--- src/verilog/fbp_pkg.sv ---
/*
  Package for the flash block protection logic: register offsets, field
  positions, reset values, fixed flash addresses and the sequence states.
  Assumes a 16-bit flash address space whose top location is FFFF.
*/
package fbp_pkg;

    // register byte offsets on the APB slave
    localparam logic [11:0] FBP_OFS_CTRL = 12'h000;
    localparam logic [11:0] FBP_OFS_PROTECT = 12'h004;
    localparam logic [11:0] FBP_OFS_STATUS = 12'h008;
    localparam logic [11:0] FBP_OFS_ARM_ADDR = 12'h00C;

    // control register fields
    localparam int FBP_CTRL_PGM = 0;
    localparam int FBP_CTRL_ERS = 1;
    localparam int FBP_CTRL_MASS = 2;
    localparam int FBP_CTRL_HIGH_VOLTAGE_ENABLE = 3;

    // status register fields
    localparam int FBP_ST_REFUSED = 0;
    localparam int FBP_ST_ARMED = 1;
    localparam int FBP_ST_STATE_LO = 2;
    localparam int FBP_ST_WHOLE = 5;
    localparam int FBP_ST_START_LO = 16;

    // flash layout
    localparam logic [15:0] FBP_FLASH_TOP = 16'hFFFF;
    localparam logic [15:0] FBP_FLASH_BOTTOM = 16'hDE00;
    localparam logic [15:0] FBP_PROTECT_BYTE_ADDR = 16'hFFBE;
    localparam logic [7:0] FBP_BYTE_ERASED = 8'hFF;
    localparam logic [7:0] FBP_BYTE_ALL_ZERO = 8'h00;
    localparam logic [1:0] FBP_START_HIGH_BITS = 2'h3;
    localparam logic [5:0] FBP_START_LOW_BITS = 6'h00;

    // reset values
    localparam logic [15:0] FBP_ARM_ADDR_RESET = 16'h0000;
    localparam logic [31:0] FBP_RDATA_RESET = 32'h00000000;

    // program / erase sequence, gray coded along the usual path
    typedef enum logic [2:0] {
        FBP_IDLE = 3'h0,
        FBP_SELECTED = 3'h1,
        FBP_CHECKED = 3'h3,
        FBP_ARMED = 3'h2,
        FBP_HV_ON = 3'h6
    } fbp_state_e;

endpackage : fbp_pkg

--- src/verilog/fbp_start_addr.sv ---
/*
  Expands the stored protect byte into the 16-bit protect start address.
  Assumes the byte is the live value read from the flash array.
*/
`timescale 1ns/1ps
module fbp_start_addr
    import fbp_pkg::*;
(
    input wire logic [7:0] protectByte, // live stored protect byte
    output logic [15:0] startAddr, // first protected address
    output logic wholeArray // start at or below flash bottom
);

    // byte forms bits 13:6, so the start is always 64-byte aligned
    assign startAddr = {FBP_START_HIGH_BITS, protectByte, FBP_START_LOW_BITS};
    assign wholeArray = (protectByte != FBP_BYTE_ERASED)
        && (startAddr <= FBP_FLASH_BOTTOM);

endmodule : fbp_start_addr

--- src/verilog/fbp_guard.sv ---
/*
  Decides whether high voltage may be applied for the armed target.
  Assumes the target address was latched by the arming write.
*/
`timescale 1ns/1ps
module fbp_guard
    import fbp_pkg::*;
(
    input wire logic [15:0] targetAddr, // latched arming address
    input wire logic [7:0] protectByte, // live stored protect byte
    input wire logic [15:0] startAddr, // expanded protect start
    input wire logic eraseSel, // erase selected
    input wire logic massSel, // mass erase selected
    input wire logic testHighVoltage, // test voltage present on irq pin
    output logic allowed // high voltage may be enabled
);

    logic byteErased;
    logic hitsByte;

    assign byteErased = (protectByte == FBP_BYTE_ERASED);
    // a page erase touches the byte when the page holds it
    assign hitsByte = eraseSel ? (targetAddr[15:6] == FBP_PROTECT_BYTE_ADDR[15:6])
                               : (targetAddr == FBP_PROTECT_BYTE_ADDR);

    always_comb begin
        if (massSel && eraseSel) begin
            allowed = byteErased;
        end else if (hitsByte) begin
            allowed = testHighVoltage;
        end else if (byteErased) begin
            allowed = 1'b1;
        end else if (protectByte == FBP_BYTE_ALL_ZERO) begin
            allowed = 1'b0;
        end else begin
            allowed = (targetAddr < startAddr);
        end
    end

endmodule : fbp_guard

--- src/verilog/fbp_flash_protect.sv ---
/*
  Flash program / erase control with block protection, reached over APB.
  Holds the selection bits, tracks the sequence (select, protect read,
  arming write, high voltage) and refuses high voltage on targets protected under the selection held before the requesting write.
  Assumes the flash array supplies its stored protect byte continuously and
  reports CPU writes into the flash range as one-cycle strobes.
*/
`timescale 1ns/1ps

module fbp_flash_protect
    import fbp_pkg::*;
(
    input wire logic mclk, // bus clock
    input wire logic reset, // async reset, active high
    input wire logic psel, // apb select
    input wire logic penable, // apb access phase
    input wire logic pwrite, // apb direction, 1 = write
    input wire logic [11:0] paddr, // apb byte address
    input wire logic [31:0] pwdata, // apb write data
    output logic [31:0] prdata, // apb read data
    output logic pready, // apb ready
    output logic pslverr, // apb error on unmapped address
    input wire logic [7:0] protectByte, // stored protect byte from the array
    input wire logic flashWrite, // cpu write into the flash range
    input wire logic [15:0] flashAddr, // address of that write
    input wire logic testHighVoltage, // test voltage detected on irq pin
    output logic programSelect, // program operation selected
    output logic eraseSelect, // erase operation selected
    output logic massSelect, // mass erase selected
    output logic highVoltageEnable, // charge pump and array high voltage
    output logic monitorEntryOk // reset may enter monitor mode
);

    typedef struct packed {
        logic program_select;
        logic ers;
        logic mass;
        logic hv;
        fbp_state_e state;
        logic [15:0] armAddr;
        logic refused;
        logic [31:0] rdata;
        logic slvErr;
        logic monitorOk;
    } fbp_regs_s;

    fbp_regs_s regs_r;
    fbp_regs_s regs_nxt;

    logic [15:0] startAddr;
    logic wholeArray;
    logic allowed;
    logic setupPhase;
    logic accessWrite;
    logic accessRead;
    logic ctrlWrite;
    logic hvRequest;
    logic hvRefuse;
    logic [31:0] rdMux;
    logic rdMapped;

    fbp_start_addr uStart (
        .protectByte(protectByte),
        .startAddr(startAddr),
        .wholeArray(wholeArray)
    );

    // the live byte is used on purpose: reprogramming under test voltage
    // takes effect without a reset
    fbp_guard uGuard (
        .targetAddr(regs_r.armAddr),
        .protectByte(protectByte),
        .startAddr(startAddr),
        .eraseSel(regs_r.ers),
        .massSel(regs_r.mass),
        .testHighVoltage(testHighVoltage),
        .allowed(allowed)
    );

    assign setupPhase = psel && !penable;
    assign accessWrite = psel && penable && pwrite;
    assign accessRead = psel && penable && !pwrite;
    assign ctrlWrite = accessWrite && (paddr == FBP_OFS_CTRL);
    assign hvRequest = ctrlWrite && pwdata[FBP_CTRL_HIGH_VOLTAGE_ENABLE] && !regs_r.hv;
    assign hvRefuse = hvRequest && !((regs_r.state == FBP_ARMED) && allowed);

    // read data is captured in the setup cycle so prdata comes from flops
    always_comb begin
        rdMux = 32'h00000000;
        rdMapped = 1'b1;
        unique case (paddr)
            FBP_OFS_CTRL: begin
                rdMux[FBP_CTRL_PGM] = regs_r.program_select;
                rdMux[FBP_CTRL_ERS] = regs_r.ers;
                rdMux[FBP_CTRL_MASS] = regs_r.mass;
                rdMux[FBP_CTRL_HIGH_VOLTAGE_ENABLE] = regs_r.hv;
            end
            FBP_OFS_PROTECT: begin
                rdMux[7:0] = protectByte;
            end
            FBP_OFS_STATUS: begin
                rdMux[FBP_ST_REFUSED] = regs_r.refused;
                rdMux[FBP_ST_ARMED] = (regs_r.state == FBP_ARMED);
                rdMux[FBP_ST_STATE_LO +: 3] = regs_r.state;
                rdMux[FBP_ST_WHOLE] = wholeArray;
                rdMux[FBP_ST_START_LO +: 16] = startAddr;
            end
            FBP_OFS_ARM_ADDR: begin
                rdMux[15:0] = regs_r.armAddr;
            end
            default: begin
                rdMapped = 1'b0;
            end
        endcase
    end

    always_comb begin
        regs_nxt = regs_r;
        regs_nxt.monitorOk = testHighVoltage;
        if (setupPhase) begin
            regs_nxt.rdata = pwrite ? FBP_RDATA_RESET : rdMux;
            regs_nxt.slvErr = !rdMapped;
        end

        // writes to the protect byte offset are accepted but change nothing
        if (ctrlWrite) begin
            regs_nxt.mass = pwdata[FBP_CTRL_MASS];
            // a write asking for both selections keeps the old pair
            if (!(pwdata[FBP_CTRL_PGM] && pwdata[FBP_CTRL_ERS])) begin
                regs_nxt.program_select = pwdata[FBP_CTRL_PGM];
                regs_nxt.ers = pwdata[FBP_CTRL_ERS];
            end
            if (!pwdata[FBP_CTRL_HIGH_VOLTAGE_ENABLE]) begin
                regs_nxt.hv = 1'b0;
            end else if (hvRequest && !hvRefuse) begin
                regs_nxt.hv = 1'b1;
            end
        end

        // refusal sets the sticky flag; a write of one clears it, set wins
        if (accessWrite && (paddr == FBP_OFS_STATUS) && pwdata[FBP_ST_REFUSED]) begin
            regs_nxt.refused = 1'b0;
        end
        if (hvRefuse) begin
            regs_nxt.refused = 1'b1;
        end

        unique case (regs_r.state)
            FBP_IDLE: begin
                if (regs_nxt.program_select || regs_nxt.ers) begin
                    regs_nxt.state = FBP_SELECTED;
                end
            end
            FBP_SELECTED, FBP_CHECKED, FBP_ARMED: begin
                if (!(regs_nxt.program_select || regs_nxt.ers)) begin
                    regs_nxt.state = FBP_IDLE;
                end else if (regs_nxt.hv) begin
                    regs_nxt.state = FBP_HV_ON;
                end else if (regs_r.state == FBP_SELECTED && accessRead
                        && paddr == FBP_OFS_PROTECT) begin
                    regs_nxt.state = FBP_CHECKED;
                end else if (regs_r.state == FBP_CHECKED && flashWrite) begin
                    regs_nxt.armAddr = flashAddr;
                    regs_nxt.state = FBP_ARMED;
                end
            end
            FBP_HV_ON: begin
                if (!regs_nxt.hv) begin
                    regs_nxt.state = (regs_nxt.program_select || regs_nxt.ers) ? FBP_SELECTED : FBP_IDLE;
                end
            end
            default: begin
                regs_nxt.state = FBP_IDLE;
            end
        endcase
    end

    always_ff @(posedge mclk or posedge reset) begin
        if (reset) begin
            regs_r.program_select <= 1'b0;
            regs_r.ers <= 1'b0;
            regs_r.mass <= 1'b0;
            regs_r.hv <= 1'b0;
            regs_r.state <= FBP_IDLE;
            regs_r.armAddr <= FBP_ARM_ADDR_RESET;
            regs_r.refused <= 1'b0;
            regs_r.rdata <= FBP_RDATA_RESET;
            regs_r.slvErr <= 1'b0;
            regs_r.monitorOk <= 1'b0;
        end else begin
            regs_r <= regs_nxt;
        end
    end

    assign prdata = regs_r.rdata;
    assign pslverr = regs_r.slvErr && psel && penable;
    assign pready = 1'b1;
    assign programSelect = regs_r.program_select;
    assign eraseSelect = regs_r.ers;
    assign massSelect = regs_r.mass;
    assign highVoltageEnable = regs_r.hv;
    assign monitorEntryOk = regs_r.monitorOk;
endmodule : fbp_flash_protect

--- config.mk ---
export PLATFORM = sky130hd
export DESIGN_NAME = fbp_flash_protect
export DESIGN_NICKNAME = d
export VERILOG_FILES = /design/src/verilog/fbp_pkg.sv /design/src/verilog/fbp_start_addr.sv /design/src/verilog/fbp_guard.sv /design/src/verilog/fbp_flash_protect.sv
export SDC_FILE = /design/constraint.sdc
export NUM_CORES = 1
export LEC_CHECK = 0
export ABC_AREA = 1
export BUFFER_PORTS_ARGS = -buffer_cell sky130_fd_sc_hd__buf_4
export CAP_MARGIN = 30
export CORE_UTILIZATION = 55
export CTS_BUF_LIST = sky130_fd_sc_hd__clkbuf_4
export CTS_CLUSTER_DIAMETER = 50
export DETAILED_ROUTE_END_ITERATION = 10
export GPL_TIMING_DRIVEN = 0
export PLACE_DENSITY_LB_ADDON = 0.3
export SYNTH_ARGS = -nofsm -noshare
export SYNTH_HDL_FRONTEND = slang
export SYNTH_SLANG_ARGS = --single-unit
--- constraint.sdc ---
create_clock -name mclk -period 4 [get_ports mclk]
set_clock_uncertainty 0.15 [all_clocks]
set_input_delay 0 -clock mclk [delete_from_list [all_inputs] [get_ports mclk]]
set_output_delay 0 -clock mclk [all_outputs]
set_load 0.01 [all_outputs]
==> metrics.md <==
| Metric | Value |
|---|---|
| Status | finished, final reports clean |
| Final #Nets | roughly 610 |
| Total gr overflow | 0 |
| Layout cells sized above 1 | 27.02% |
| CTS Buf Count | 5 |
| Via count | 3251 |
| GPL Wtd Cong | ~0.91 |
| Fin worst setup slack | 1.542 ns |
| RSZ-0062 raised after global routing | no |
| FF+latch count, synth | 51 |
| Cell variety after synth | 33 |
| Gate Count Post-Synth | 398 |
| Ant. Diodes | 0 |
| Max-slew violations | 0 |
| Tcrit/Tclk final | 61.44% |
| Worst VDD drop | 0.0002090 V |
| Filler cells | 353 |
| H-tree levels | 2 |
| Initial antenna violation count | 0 |
| Largest incremental delay on the critical path | slightly below 0.6 ns |
| CTS tree | yes |
| Top sig layer | met4 |
| Slowest cell on the critical path | dlygate4sd3_1 |
| Adder-Cell Fraction of Synth Area | around 2.8% |
| Vias in the first global route | roughly 3200 |
| Met1 wire length | ~3300 um |
| Hold Fails Final Rpt | 0 |
| Synth Warn # | 0 |
| WP buf/inv | 2 |
| PortBufs | 77 |
| Final setup viols | 0 |
| Gr usage total | a little under a third |
| Synth Area in XOR/XNOR | 0% |
| Multi-input logic area | 1321 sq um |
| Crit path time final | 2.458 ns |
| WP data required | 4.13 ns |
| Critical Path Source Type | flip-flop |
| Sink Count | between 50 and 60 |
| Hold Crit Class | in -> async |
| DP HPWL | 5707 um |
| First-pass GRT wire length | 14440 um |
| CP Max Fanout | 4 |
| Core Area | 5238 sq um |
| Crit end category | flip-flop |
| Setup Crit Path Kind | reg -> reg |
| Compound-Gate Fraction of Synth Area | 14.53% |
| Area share of and/or/nand/nor cells after synthesis | 24.75% |
| Worst Path Arrival | 2.58 ns |
| Clock slew at reported path FFs | 0.15 ns |
| Detailed Routing Iterations Pass 1 | 6 |
| Yosys top cell area share | 41.51% |
| Drt drc | 0 |
| Clk Latency, worst-skew pair | 0.38 ns |
| Main combinational cell family by area after synthesis | simple AND/OR/NAND/NOR gates |
| Drt first-iter violations | between 400 and 500 |
| Chip height | 76.76 um |
| Seq. cell area | about 1300 sq um |
| Syn Std Cell Area | 3074 sq um |
| Top cells by area, synth | dfrtp_1 (42%), nand2_1 (11%), buf_4 (8.3%) |
| Sequential share of the synthesized area | 41.51% |
| Max clock buf depth | 2 |
| Mux contribution to synthesized area | 0% |
| Leakage | 2.323 nW |
| Num rows | 26 |
| Area delta synth->final | 39.11% |
| Die area | 5892 sq um |
| Met2 wire length | roughly 4100 um |
| Pre-CTS setup slack | 1.808 ns |
| Wire length per cell | 13.88 um |
| Total Wirelength | 8369 um |
| Vias per inst | 5.391 |
| CTS Root Cell | clkbuf_4 |
| CP delay by family, top | simple AND/OR/NAND/NOR gates |
| Die W | 76.76 um |
| Cell taking the most area after synthesis | dfrtp_1 |
| Fmax achieved | slightly above 400 MHz |
| CP Cell Sequence | ha_1 > nand2_1 > inv_1 > nand2_1 > nand2_1 > nand2_1 > nand3_1 > nand2_1 > nand2_1 > nand2_1 > nand2_1 > nand2_1 > o22ai_1 > dlygate4sd3_1 |
| CP dominant cell by count | nand2_1 |
| Largest net degree at the start of global routing | 35 |
| Final hold slack | between 0.0015 and 0.002 ns |
| Maxcap violations | 0 |
| Setup TNS | 0 ns |
| Syn Area/Cell | 7.724 sq um |
| Routed Antenna Nets | 0 |
| Io pins | 114 |
| Pwr Density | 218.9 nW/um^2 |
| Metal3 WL | approximately 720 um |
| Starting density of the core | around 59% |
-- state kept, by name, summed over array words and instances, names as in the netlist --
signal,flops
eraseSelect,1
highVoltageEnable,1
massSelect,1
monitorEntryOk,1
prdata,25
programSelect,1
regs_r,21
-- cells by family (layout without fill, tap and decap cells) --
logic type,count (synthesis),after routing
simple gates,169,169
flops,51,51
other cells,2,7
fa+ha+maj,7,7
buf+inv,91,221
compound gates,78,78
-- cell usage after synthesis (all sizes together) --
cell and instances:
buf 38, nand2 96, nand4 6, nor4 2, conb 2, dfrtp 51
o22ai 6, nor2 32, a221oi 2, nor3 8, ha 7, or2 1
a21oi 14, inv 45, o2111a 1, nand3b 1, o31ai 2, nand3 23
clkbuf 7, o21ai 53, clkinv 1
-- cell type report --
| type | instances | area share (%) |
|---|---|---|
| plain buffers | 45 | 7.548 |
| clock buffers | 6 | 1.053 |
| clock inverters | 2 | 0.2926 |
| inverters | 46 | 4.037 |
| multi-input cells | 261 | 30.90 |
| flip-flops and latches | 51 | 29.84 |
| well taps | 70 | 2.048 |
| repair buffers | 122 | 24.28 |
-- worst paths after layout --
kind / start / cells after the start / endpoint / slack [ns]
max in group asynchronous: reset / 4 / regs_r[37]$_DFFE_PP0P_ / 3.16
worst min register to register: regs_r[49]$_DFFE_PP0P_ / 2 / regs_r[49]$_DFFE_PP0P_ / 0.37
worst min-delay path: reset / 3 / prdata[27]$_DFFE_PP0P_ / 0.002
worst max-delay path: regs_r[46]$_DFFE_PP0P_ / 14 / regs_r[34]$_DFFE_PP0P_ / 1.54
worst max register to register: regs_r[46]$_DFFE_PP0P_ / 14 / regs_r[34]$_DFFE_PP0P_ / 1.54
min in group mclk: protectByte[5] / 5 / prdata[5]$_DFFE_PP0P_ / 0.05
-- power breakdown --
part	total [mW]	switching [mW]	internal, mW
registers	0.523	0.00129	0.521
logic	0.176	0.0932	0.0830
clock network	0.237	0.162	0.0752
total	0.936	0.257	0.680
-- what timing repair did --
item / 4_1_cts / 5_1_grt
gates resized for setup: 0 / 0
endpoints found under the setup margin: 0 / 0
setup buffers: 0 / 0
hold buffers: 44 / 0
hold endpoints to repair: 92 / 0
-- cells in the final DEF (no fill, tap or decap), drive strengths merged --
cell         count
nand4            6
inv             45
a21oi           14
o21ai           53
nand3           23
buf            116
o2111a           1
clkbuf          13
o31ai            2
or2              1
nor4             2
a221oi           2
nor2            32
clkinv           3
nor3             8
dlygate4sd3     44
o22ai            6
dfrtp           51
ha               7
nand3b           1
conb             7
nand2           96
-- per-layer routing --
layer | global-route usage, % | up-vias
li1 | - | 1519
met1 | 37.86 | 1489
met2 | 52.77 | 202
met3 | 5.714 | 41
met4 | 10.77 | 0
met5 | 0 | -
-- worst reg2reg max path: cells and delay by family (launching register included) --
family | cells | cell delay, ns
AND/OR/NAND/NOR | 10 | 0.72
AO/OA/AOI/OAI | 1 | 0.09
flip-flops | 1 | 0.46
adder cells (fa/ha/maj) | 1 | 0.33
buffers and inverters | 2 | 0.62
-- through the flow --
stage / instance area, sq um / power (mW) / std cells / util, %
finish: 4277 / 0.9362 / 603 / 81.65
global route: 4277 / 0.9710 / 603 / 81.65
CTS: 4277 / 0.9340 / 603 / 81.65
detailed placement: 3779 / 0.6756 / 551 / 72.15
global placement: 3759 / 0.6682 / 550 / 71.76
floorplan: 3093 / 0.6123 / 403 / -
Note: power is estimated with default switching activity, not from simulation.
